### config.mk
export PLATFORM = sky130hd
export DESIGN_NAME = sld_driver
export DESIGN_NICKNAME = d
export VERILOG_FILES = /design/src/include/sld_pkg.sv /design/src/sld_driver.sv
export SDC_FILE = /design/constraint.sdc
export NUM_CORES = 1
export LEC_CHECK = 0
export BUFFER_PORTS_ARGS = -buffer_cell sky130_fd_sc_hd__buf_4
export CORE_MARGIN = 2
export CORE_UTILIZATION = 54
export DETAILED_ROUTE_END_ITERATION = 8
export PLACE_DENSITY = 0.86
export SYNTH_ARGS = -nofsm -noshare
export SYNTH_HDL_FRONTEND = slang
export SYNTH_SLANG_ARGS = --single-unit
### constraint.sdc
create_clock -name clk -period 1.6 [get_ports clk]
set_clock_uncertainty 0.05 [all_clocks]
set_input_delay 0.32 -clock clk [delete_from_list [all_inputs] [get_ports clk]]
set_output_delay 0.32 -clock clk [all_outputs]
set_load 0.005 [all_outputs]
### src/include/sld_pkg.sv
// Package: constants and types for the serial LED stream driver
package sld_pkg;
    // ==========================================
    // Stream frame layout
    localparam int FRAME_BITS = 16;
    localparam int FAB_PORTS = 4;
    localparam int SFP_PORTS = 4;
    // Bit positions inside a frame: per port {link_act, port_status}
    localparam int FAB_LINK_BASE = 0;
    localparam int FAB_STAT_BASE = 4;
    localparam int BASE_XFP_LINK_BIT = 0;
    localparam int BASE_XFP_STAT_BIT = 1;
    localparam int SFP_LINK_BASE = 2;
    localparam int SFP_STAT_BASE = 6;
    // Activity bits share frame with link bits at these offsets
    localparam int FAB_ACT_BASE = 8;
    localparam int BASE_XFP_ACT_BIT = 10;
    localparam int SFP_ACT_BASE = 11;

    // ==========================================
    // Timing
    localparam int CLK_HZ = 40000000;
    localparam int BLINK_MS = 50;
    localparam int BLINK_CYCLES = CLK_HZ / 1000 * BLINK_MS;
    // Idle gap on stream clock that closes a frame
    localparam int GAP_NS = 2000;
    localparam int GAP_CYCLES = GAP_NS * (CLK_HZ / 1000000) / 1000;

    // ==========================================
    // Revision port
    localparam logic [7:0] REV_ID = 8'h01; // Arbitrary value
    localparam logic RD_BIT = 1'b1;

    // ==========================================
    // Types
    typedef struct packed {
        logic sclk;
        logic sdat;
    } sld_stream_type;

    typedef struct packed {
        logic [FAB_PORTS-1:0] fab_link_act;
        logic [FAB_PORTS-1:0] fab_status;
        logic base_xfp_link_act;
        logic base_xfp_status;
        logic [SFP_PORTS-1:0] sfp_link_act;
        logic [SFP_PORTS-1:0] sfp_status;
    } sld_leds_type;

    typedef enum logic [1:0] {
        SPI_CMD = 2'b00,
        SPI_DATA = 2'b01,
        SPI_IGNORE = 2'b10
    } sld_spi_state_type;
endpackage

### src/sld_driver.sv
// Serial LED stream driver: two LED streams to front-panel LEDs, rear pass-through, revision port
//
// Contract
// - Fabric and base LED streams are received by two separate, independent paths.
// - Each stream is a clock and data pair, data sampled on each rising stream clock.
// - Each used bit position of a latched frame drives exactly one LED; fabric bits 12-15 and base bit 15 are unused.
// - Both streams are forwarded unchanged to the rear module connector.
// - A three-wire serial port lets a master read the revision identifier.
// - Write transfers on the serial port change nothing.
// - Fabric XFP port-status LEDs are lit while link is good, dark otherwise.
// - Fabric XFP link/activity LEDs are steady when enabled, blink on traffic, dark otherwise.
// - The base XFP link/activity LED is steady when enabled, blinks on activity, dark otherwise.
// - The base XFP port-status LED is lit while link is good, dark otherwise.
// - Base SFP port-status LEDs are lit while the port is enabled.
// - Base SFP link/activity LEDs are lit on link, blink on activity, dark otherwise.
// - Each fabric XFP port has one link/activity and one port-status LED.
`timescale 1ns/10ps
module sld_driver
    import sld_pkg::*;
#(
    parameter int BLINK_COUNT = BLINK_CYCLES,
    parameter int GAP_COUNT = GAP_CYCLES
) (
    // Clock and reset
    input wire logic clk,
    input wire logic reset,
    // LED streams from the switches
    input wire sld_pkg::sld_stream_type fab_stream,
    input wire sld_pkg::sld_stream_type base_stream,
    // Pass-through to the rear_io_module
    output sld_pkg::sld_stream_type rear_fab_stream,
    output sld_pkg::sld_stream_type rear_base_stream,
    // Front-panel LEDs, high is lit
    output sld_pkg::sld_leds_type leds,
    // Three-wire revision port
    input wire logic spi_cs_n,
    input wire logic spi_sclk,
    input wire logic spi_sdio_in,
    output logic spi_sdio_out,
    output logic spi_sdio_oe
);
    import sld_pkg::*;

    // ==========================================
    // Input synchronisers
    logic [1:0] fab_s1_reg, fab_s2_reg, base_s1_reg, base_s2_reg;
    logic [2:0] spi_s1_reg, spi_s2_reg;
    logic [1:0] fab_s3_reg, base_s3_reg;
    logic [2:0] spi_s3_reg;
    always_ff @(posedge clk) begin
        fab_s1_reg <= {fab_stream.sclk, fab_stream.sdat};
        fab_s2_reg <= fab_s1_reg;
        fab_s3_reg <= fab_s2_reg;
        base_s1_reg <= {base_stream.sclk, base_stream.sdat};
        base_s2_reg <= base_s1_reg;
        base_s3_reg <= base_s2_reg;
        spi_s1_reg <= {spi_cs_n, spi_sclk, spi_sdio_in};
        spi_s2_reg <= spi_s1_reg;
        spi_s3_reg <= spi_s2_reg;
    end

    // ==========================================
    // Rear pass-through, registered copy of the synchronised stream
    always_ff @(posedge clk) begin
        if (reset) begin
            rear_fab_stream <= '0;
            rear_base_stream <= '0;
        end else begin
            rear_fab_stream <= fab_s2_reg;
            rear_base_stream <= base_s2_reg;
        end
    end

    // ==========================================
    // Frame receivers; a frame ends on a quiet stream clock
    logic [FRAME_BITS-1:0] fab_sh_reg, fab_sh_next, base_sh_reg, base_sh_next;
    logic [FRAME_BITS-1:0] fab_frame_reg, fab_frame_next, base_frame_reg, base_frame_next;
    logic [15:0] fab_gap_reg, fab_gap_next, base_gap_reg, base_gap_next;
    logic fab_any_reg, fab_any_next, base_any_reg, base_any_next;
    logic fab_rise, base_rise;

    assign fab_rise = fab_s2_reg[1] & ~fab_s3_reg[1];
    assign base_rise = base_s2_reg[1] & ~base_s3_reg[1];

    always_comb begin
        fab_sh_next = fab_sh_reg;
        fab_frame_next = fab_frame_reg;
        fab_gap_next = fab_gap_reg;
        fab_any_next = fab_any_reg;
        if (fab_rise) begin
            fab_sh_next = {fab_sh_reg[FRAME_BITS-2:0], fab_s2_reg[0]};
            fab_gap_next = '0;
            fab_any_next = 1'b1;
        end else if (fab_gap_reg < 16'(GAP_COUNT)) begin
            fab_gap_next = fab_gap_reg + 16'h0001;
        end else if (fab_any_reg) begin
            fab_frame_next = fab_sh_reg;
            fab_any_next = 1'b0;
        end
        base_sh_next = base_sh_reg;
        base_frame_next = base_frame_reg;
        base_gap_next = base_gap_reg;
        base_any_next = base_any_reg;
        if (base_rise) begin
            base_sh_next = {base_sh_reg[FRAME_BITS-2:0], base_s2_reg[0]};
            base_gap_next = '0;
            base_any_next = 1'b1;
        end else if (base_gap_reg < 16'(GAP_COUNT)) begin
            base_gap_next = base_gap_reg + 16'h0001;
        end else if (base_any_reg) begin
            base_frame_next = base_sh_reg;
            base_any_next = 1'b0;
        end
    end

    always_ff @(posedge clk) begin
        if (reset) begin
            fab_sh_reg <= '0;
            fab_frame_reg <= '0;
            fab_gap_reg <= '0;
            fab_any_reg <= 1'b0;
            base_sh_reg <= '0;
            base_frame_reg <= '0;
            base_gap_reg <= '0;
            base_any_reg <= 1'b0;
        end else begin
            fab_sh_reg <= fab_sh_next;
            fab_frame_reg <= fab_frame_next;
            fab_gap_reg <= fab_gap_next;
            fab_any_reg <= fab_any_next;
            base_sh_reg <= base_sh_next;
            base_frame_reg <= base_frame_next;
            base_gap_reg <= base_gap_next;
            base_any_reg <= base_any_next;
        end
    end

    // ==========================================
    // Blink generator; shared phase keeps all link/activity LEDs in step
    logic [31:0] blink_cnt_reg, blink_cnt_next;
    logic blink_reg, blink_next;
    always_comb begin
        blink_cnt_next = blink_cnt_reg + 32'h00000001;
        blink_next = blink_reg;
        if (blink_cnt_reg >= 32'(BLINK_COUNT - 1)) begin
            blink_cnt_next = '0;
            blink_next = ~blink_reg;
        end
    end
    always_ff @(posedge clk) begin
        if (reset) begin
            blink_cnt_reg <= '0;
            blink_reg <= 1'b0;
        end else begin
            blink_cnt_reg <= blink_cnt_next;
            blink_reg <= blink_next;
        end
    end

    // Steady when link, dark during the off phase of activity
    function automatic logic link_act(input logic link, input logic act, input logic ph);
        return link & ~(act & ph);
    endfunction

    // ==========================================
    // LED mapping, one frame bit per status LED, a link bit and an activity bit per link/activity LED
    sld_leds_type leds_next;
    always_comb begin
        for (int i = 0; i < FAB_PORTS; i++) begin
            leds_next.fab_status[i] = fab_frame_reg[FAB_STAT_BASE+i];
            leds_next.fab_link_act[i] = link_act(fab_frame_reg[FAB_LINK_BASE+i],
                fab_frame_reg[FAB_ACT_BASE+i], blink_reg);
        end
        leds_next.base_xfp_status = base_frame_reg[BASE_XFP_STAT_BIT];
        leds_next.base_xfp_link_act = link_act(base_frame_reg[BASE_XFP_LINK_BIT],
            base_frame_reg[BASE_XFP_ACT_BIT], blink_reg);
        for (int i = 0; i < SFP_PORTS; i++) begin
            leds_next.sfp_status[i] = base_frame_reg[SFP_STAT_BASE+i];
            leds_next.sfp_link_act[i] = link_act(base_frame_reg[SFP_LINK_BASE+i],
                base_frame_reg[SFP_ACT_BASE+i], blink_reg);
        end
    end
    always_ff @(posedge clk) begin
        if (reset) begin
            leds <= '0;
        end else begin
            leds <= leds_next;
        end
    end

    // ==========================================
    // Revision port: 8 command bits, MSB first, top bit set means read
    sld_spi_state_type spi_st_reg, spi_st_next;
    logic [2:0] spi_cnt_reg, spi_cnt_next;
    logic [7:0] spi_sh_reg, spi_sh_next;
    logic spi_out_next, spi_oe_next;
    logic spi_rise, spi_fall, spi_sel;
    assign spi_sel = ~spi_s2_reg[2];
    assign spi_rise = spi_s2_reg[1] & ~spi_s3_reg[1];
    assign spi_fall = ~spi_s2_reg[1] & spi_s3_reg[1];

    always_comb begin
        spi_st_next = spi_st_reg;
        spi_cnt_next = spi_cnt_reg;
        spi_sh_next = spi_sh_reg;
        spi_out_next = spi_sdio_out;
        spi_oe_next = spi_sdio_oe;
        if (!spi_sel) begin
            spi_st_next = SPI_CMD;
            spi_cnt_next = '0;
            spi_oe_next = 1'b0;
            spi_out_next = 1'b0;
        end else begin
            case (spi_st_reg)
                SPI_CMD: begin
                    if (spi_rise) begin
                        spi_sh_next = {spi_sh_reg[6:0], spi_s2_reg[0]};
                        spi_cnt_next = spi_cnt_reg + 3'h1;
                        if (spi_cnt_reg == 3'h7) begin
                            if (spi_sh_reg[6] == RD_BIT) begin
                                spi_st_next = SPI_DATA;
                                spi_sh_next = REV_ID;
                            end else begin
                                spi_st_next = SPI_IGNORE;
                            end
                        end
                    end
                end
                SPI_DATA: begin
                    if (spi_fall) begin
                        spi_oe_next = 1'b1;
                        spi_out_next = spi_sh_reg[7];
                        spi_sh_next = {spi_sh_reg[6:0], 1'b0};
                    end
                end
                SPI_IGNORE: spi_st_next = SPI_IGNORE;
                default: spi_st_next = SPI_CMD;
            endcase
        end
    end
    always_ff @(posedge clk) begin
        if (reset) begin
            spi_st_reg <= SPI_CMD;
            spi_cnt_reg <= '0;
            spi_sh_reg <= '0;
            spi_sdio_out <= 1'b0;
            spi_sdio_oe <= 1'b0;
        end else begin
            spi_st_reg <= spi_st_next;
            spi_cnt_reg <= spi_cnt_next;
            spi_sh_reg <= spi_sh_next;
            spi_sdio_out <= spi_out_next;
            spi_sdio_oe <= spi_oe_next;
        end
    end

    // ==========================================
    // Checks
    chk_frame_hold: assert property (@(posedge clk) disable iff (reset)
        fab_rise |=> $stable(fab_frame_reg)) else $error("fabric frame changed mid shift");
    chk_fab_status_map: assert property (@(posedge clk) disable iff (reset)
        ##1 leds.fab_status == $past(fab_frame_reg[FAB_STAT_BASE +: FAB_PORTS]))
        else $error("fabric status LED mismatch");
    chk_base_status_map: assert property (@(posedge clk) disable iff (reset)
        ##1 leds.base_xfp_status == $past(base_frame_reg[BASE_XFP_STAT_BIT]))
        else $error("base xfp status LED mismatch");
    chk_sfp_status_map: assert property (@(posedge clk) disable iff (reset)
        ##1 leds.sfp_status == $past(base_frame_reg[SFP_STAT_BASE +: SFP_PORTS]))
        else $error("sfp status LED mismatch");
    chk_link_dark: assert property (@(posedge clk) disable iff (reset)
        !fab_frame_reg[FAB_LINK_BASE] |=> !leds.fab_link_act[0]) else $error("link LED lit without link");
    chk_base_link_dark: assert property (@(posedge clk) disable iff (reset)
        !base_frame_reg[BASE_XFP_LINK_BIT] |=> !leds.base_xfp_link_act) else $error("base link LED lit");
    chk_sfp_steady: assert property (@(posedge clk) disable iff (reset)
        base_frame_reg[SFP_LINK_BASE] && !base_frame_reg[SFP_ACT_BASE] |=> leds.sfp_link_act[0])
        else $error("sfp link LED not steady");
    chk_rear_copy: assert property (@(posedge clk) disable iff (reset)
        ##1 rear_fab_stream == $past(fab_s2_reg)) else $error("rear stream not forwarded");
    chk_write_silent: assert property (@(posedge clk) disable iff (reset)
        spi_st_reg == SPI_IGNORE |=> !spi_sdio_oe && $stable(spi_sh_reg)) else $error("drive during write");
    chk_shift_in: assert property (@(posedge clk) disable iff (reset)
        fab_rise |=> fab_sh_reg[0] == $past(fab_s2_reg[0])) else $error("stream bit not sampled");
endmodule

# Word level (Yosys, flattened, before mapping)
# Index checks and enable logic that the tools add are counted.
# op_classes
reduce_logical,12
n_eq_ne,8
add_sub_neg,4
n_bitwise,42
mux,13
n_lt_le_gt_ge,3
# ops
op,n
$add A16 B1 Y16 const B,2
$add A32 B1 Y32 const B,1
$ge A32 B21 Y1 const B,1
$lt A16 B7 Y1 const B,2
$mux W8,3
$and A1 B1 Y1,22
$not A1 Y1,20
$pmux W8 S2,1
$ne A2 B2 Y1 const B,5
$reduce_and A3 Y1,3
$reduce_or A2 Y1,4
$mux W7,1
$mux W2,3
$pmux W2 S3,1
$mux W1,4
$reduce_and A2 Y1,2
$reduce_and A4 Y1,1
$add A3 B1 Y3 const B,1
$eq A3 B3 Y1 const B,1
$eq A2 B1 Y1 const B,1
$eq A2 B2 Y1 const B,1
$logic_not A2 Y1,1
$reduce_bool A2 Y1,1
# word_totals
word_cells,116
ff_bits,178
output_inout_bits,24

# Logic depth before layout (Yosys ltp)
# logic_depth
word_depth,4
mapped_depth,7

# Worst setup path after synthesis
# No wires, ideal clock.
# synth_timing
path_type,register to register
start,reg blink_cnt_reg[0]
end,reg blink_cnt_reg[16]
period_less_slack_ps,1613
arrival_ps,1493
setup_slack_ps,-13
path_stages_with_launch,7
n_path_buf,1
cell_sequence,dfxtp_1 ha_1 and4_1 nand2_1 buf_2 or4_1 a21oi_1
# synth_via
elab_chain_cells,2
word_cells_on_any_way,3
classes_between,add/sub: 1; order compare: 1; reduce/logical: 1
# synth_rtl
item,line_no,source
from (decl),sld_driver.sv:140,"logic [31:0] blink_cnt_reg, blink_cnt_next;"
from (signal assigned),sld_driver.sv:155,blink_cnt_reg <= blink_cnt_next;
$ge A32 B21 Y1,sld_driver.sv:145,if (blink_cnt_reg >= 32'(BLINK_COUNT - 1)) begin
$reduce_or A2 Y1 (no source line),--,
# Parallel ways exist; a longest one is shown, timed or not.
# A chain may end at the register's enable or synchronous reset.

# Worst setup path after layout
# layout_timing
start,reg fab_gap_reg[12]
end,reg fab_gap_reg[3]
# layout_via
elab_chain_cells,1
# layout_rtl
item,line_no,source
from (decl),sld_driver.sv:78,"logic [15:0] fab_gap_reg, fab_gap_next, base_gap_reg, base_gap_next;"
from (signal assigned),sld_driver.sv:129,fab_gap_reg <= fab_gap_next;
$lt A16 B7 Y1,sld_driver.sv:94,end else if (fab_gap_reg < 16'(GAP_COUNT)) begin
# Every way passes these cells.

==> impl_metrics.py <==
metrics = {
    "sta": {
        "timing.final.setup_violations": 0,
        "rsz_0062_raised_after_global_routing": "true",
        "number_of_failing_hold_endpoints_at_the_final_stage": 0,
        "max_slew.worst_pin.slew_ns": 0.561,
        "headroom_to_the_max_slew_limit_pct": 62.5,
        "setup-tns-final_ns": 0,
        "timing.final.ws_setup_ns": 0.0179,
        "timing.fmax_mhz": 632,
        "post-route-min-period_ns": 1.58,
        "final_max_slew_viol_count": 0,
        "post-route-period-util_pct": 98.9,
    },
    "layout": {
        "final_nets": 728,
        "stdcell_count": 867,
        "largest_register_ffs": 32,
        "insertedDiodeCount": 0,
        "flow.area_growth_from_synthesis_pct": 24.3,
        "ratio_of_cells_with_drive_above_1_in_the_final_layout_pct": 19.4,
    },
    "synth": {
        "synth_common_cells": "sky130_fd_sc_hd__dfxtp_1, sky130_fd_sc_hd__a21oi_1, sky130_fd_sc_hd__nand2_1",
        "post_synth_fa_ha_maj_area_fraction_pct": 1.03,
        "netlist_instances": 655,
        "synth.cell_area_um2": 6090,
        "parity_gate_share_of_the_synthesized_area_counting_xor_and_xnor_cells_pct": 1.87,
        "synth_cell_type_count": 44,
        "dominantRegCellSynth": "sky130_fd_sc_hd__dfxtp_1",
        "synth-async-reset-ratio_pct": 0,
        "synthMostInstantiatedCell": "sky130_fd_sc_hd__dfxtp_1",
        "synthesis.area_per_instance_um2": 9.29,
        "fraction_of_the_mapped_netlist_area_in_compound_gates_pct": 13.2,
        "portion_of_the_post_synthesis_area_used_by_sequential_elements_pct": 57.6,
        "synth-warning-count": 0,
        "synth_edf_count": 0,
        "simple_gate_portion_of_the_synthesized_area_pct": 21.5,
        "synth-seq-cells": 175,
        "synth_area_leader_cell": "sky130_fd_sc_hd__dfxtp_1",
        "post_synth_main_area_contributors": "sky130_fd_sc_hd__dfxtp_1, sky130_fd_sc_hd__a21oi_1, sky130_fd_sc_hd__nand2_1",
        "proportion_of_synthesized_area_in_mux_cells_pct": 1.15,
        "synthDominantCellAreaShare_pct": 57.6,
        "largest_family_of_logic_cells_by_synthesized_area": "simple AND/OR/NAND/NOR gates",
    },
    "cts": {
        "clock_tree.htree_level_count": 4,
        "clock_insertion_delay_worst_skew_ns": 0.44,
        "tritoncts_num_sinks": 175,
        "worst_setup_hold_path_clk_slew_ns": 0.06,
        "tritoncts": "yes",
        "ctsRootBufferMaster": "sky130_fd_sc_hd__clkbuf_16",
        "cts.path.max_buffers": 2,
        "cts_buffers": 17,
    },
    "drt": {
        "drt-initial-drc-count": 539,
        "antenna_violating_nets_post_route": 0,
        "drt_pass1_iterations": 5,
        "dr_total_vias": 4909,
        "route.detailed.wl_per_inst_um": 15.3,
        "remaining_drc_errors": 0,
        "detail_route.wirelength_um": 13300,
        "route.detailed.vias_per_inst": 5.66,
    },
    "worst_setup_path": {
        "critPathMaxFanout": 3,
        "worst_path_dominant_cell_family": "simple AND/OR/NAND/NOR gates",
        "critPathLaunchType": "register",
        "crit_path_max_incr_delay_ns": 0.49,
        "rr_endpoint": "fab_gap_reg[3]$_SDFFE_PP0N_",
        "cp_slowest_cell": "sky130_fd_sc_hd__or4_1",
        "setup.worst_path.class": "register to register",
        "crit_chain": "nor4_4 -> nand4_4 -> or4_1 -> a21oi_1",
        "r2r_cells": 4,
        "endpoint_required_time_on_the_critical_path_ns": 1.91,
        "reg2reg_launch_point": "fab_gap_reg[12]$_SDFFE_PP0N_",
        "setup.worst_path.end_class": "register",
        "regToRegSetupSlack_ns": 0.02,
        "critPathBufInv": 0,
        "worstPathArrival_ns": 1.90,
    },
    "global_routing": {
        "grt_max_degree": 41,
        "track_usage_pct": 22.6,
        "globalRouteOverflowTotal": 0,
        "antenna_found_initial": 0,
        "grt_first_pass_wirelength_um": 21200,
        "via_count_of_the_first_global_routing_pass": 4719,
    },
    "hold_path": {
        "min-delay-start": "reset",
        "holdPathStages": 2,
        "hp-class": "input pin to register",
        "hold-path-endpoint": "rear_base_stream[1]$_SDFF_PP0_",
    },
    "floorplan": {
        "fp.dieW_um": 110,
        "num_io_pins": 33,
        "die-area_um2": 12100,
        "core_area_um2": 10900,
        "floorplan.die.height_um": 110,
        "core.rowCount": 38,
        "initial_core_util_pct": 55.7,
    },
    "placed_design": {
        "numPortBuffers": 32,
        "preCtsSetupSlack_ns": -0.0436,
        "dpl.cell_count": 827,
        "place_congestion": 0.840,
        "dp.final_hpwl_um": 7900,
    },
    "job": {
        "maxCapViolations": 0,
    },
    "power_and_ir_drop": {
        "internal_power_mw": 7.19,
        "power.share.combinational_pct": 2.7,
        "power_density_nw_per_um2": 1200,
        "switching_share_pct": 21.0,
        "power_frac_seq_pct": 49.0,
        "static-leakage-power_nw": 2.79,
        "power.share.clock_pct": 48.3,
        "netSwitchingPower_mw": 1.91,
        "max-vdd-ir-drop_v": 0.000845,
    },
    "run_status": {
        "run_status": "complete, no violations",
    },
}
power by group through the flow:
stage,Combinational [mW],Clock [mW],Sequential (mW)
after CTS,0.235,4.42,4.46
after floorplan,0.153,0,4.55
final,0.241,4.39,4.46
after detailed placement,0.217,0,4.56
after global placement,0.206,0,4.56
after global routing,0.265,4.59,4.47
timing repair:
action | in CTS | in global routing
setup buffers | 0 | 1
pin swaps | 3 | 15
hold buffers | 7 | 0
resized for setup | 12 | 45
hold endpoints to repair | 7 | 0
endpoints found under the setup margin | 23 | 53
cells in the final DEF, fill, tap and decap left out, types with 6 or more instances in the layout:
| cell | instances |
|---|---|
| sky130_fd_sc_hd__a211oi_1 | 9 |
| sky130_fd_sc_hd__a21oi_1 | 73 |
| sky130_fd_sc_hd__and2_1 | 21 |
| sky130_fd_sc_hd__buf_4 | 57 |
| sky130_fd_sc_hd__clkbuf_16 | 17 |
| sky130_fd_sc_hd__conb_1 | 11 |
| sky130_fd_sc_hd__dfxtp_1 | 163 |
| sky130_fd_sc_hd__dfxtp_2 | 10 |
| sky130_fd_sc_hd__dlygate4sd3_1 | 7 |
| sky130_fd_sc_hd__inv_1 | 18 |
| sky130_fd_sc_hd__mux2i_1 | 7 |
| sky130_fd_sc_hd__nand2_1 | 75 |
| sky130_fd_sc_hd__nand3_1 | 45 |
| sky130_fd_sc_hd__nand4_1 | 9 |
| sky130_fd_sc_hd__nor2_1 | 31 |
| sky130_fd_sc_hd__nor2b_1 | 15 |
| sky130_fd_sc_hd__nor3_1 | 7 |
| sky130_fd_sc_hd__o21ai_0 | 33 |
| sky130_fd_sc_hd__o31ai_1 | 6 |
| sky130_fd_sc_hd__or3_1 | 7 |
| sky130_fd_sc_hd__or4_1 | 6 |
| sky130_fd_sc_hd__xor2_1 | 9 |
area by class of cell:
class	count	area [um^2]
Tap cell	140	175
Fill cell	769	3370
Inverter	18	67.6
Clock inverter	10	149
Sequential cell	175	3520
Clock buffer	22	494
Timing Repair Buffer	68	569
Multi-Input combinational cell	434	2580
stage by stage:
step / hold WS (ns) / total power [mW] / area, um^2 / util [%]
floorplan: 0.260 / 4.70 / 6130 / -
detailed placement: 0.262 / 4.78 / 6640 / 60.7
global placement: 0.261 / 4.76 / 6640 / 60.7
global route: 0.239 / 9.33 / 7560 / 69.2
CTS: 0.214 / 9.12 / 7390 / 67.6
finish: 0.230 / 9.10 / 7560 / 69.2
worst register-to-register path: cells and delay by family, from the launching register on:
family	cells	cell delay (ns)
and+or+nand+nor	3	0.98
AOI/OAI and AO/OA	1	0.15
DFF	1	0.33
cells by family after synthesis:
group                      after synthesis
and+or+nand+nor                        254
muxes                                    7
adders and majority gates                5
other                                    1
xor gates and xnor gates                13
DFF                                    175
buffers and inverters                   56
AOI/OAI and AO/OA                      144
worst max path at each step:
stage | start | to | slack [ns] | cells after the start
finish | fab_gap_reg[12]$_SDFFE_PP0N_ | fab_gap_reg[3]$_SDFFE_PP0N_ | 0.02 | 4
global route | base_gap_reg[12]$_SDFFE_PP0N_ | base_gap_reg[2]$_SDFFE_PP0N_ | -0.05 | 4
CTS | blink_cnt_reg[9]$_SDFF_PP0_ | blink_cnt_reg[19]$_SDFF_PP0_ | 0.001 | 4
detailed placement | blink_cnt_reg[12]$_SDFF_PP0_ | blink_cnt_reg[17]$_SDFF_PP0_ | -0.04 | 5
global placement | blink_cnt_reg[0]$_SDFF_PP0_ | blink_cnt_reg[18]$_SDFF_PP0_ | 0.04 | 5
floorplan | blink_cnt_reg[0]$_SDFF_PP0_ | blink_cnt_reg[16]$_SDFF_PP0_ | 0.02 | 6
per-layer routing:
| metal | up-vias | global-route usage [%] | wire (um) |
|---|---|---|---|
| met5 | - | 0 | 0 |
| met2 | 152 | 38.7 | 6880 |
| met4 | 0 | 10.2 | 279 |
| li1 | 2382 | - | - |
| met3 | 36 | 7.05 | 631 |
| met1 | 2339 | 25.7 | 5500 |
No activity file was read; power rests on OpenSTA's default activity.
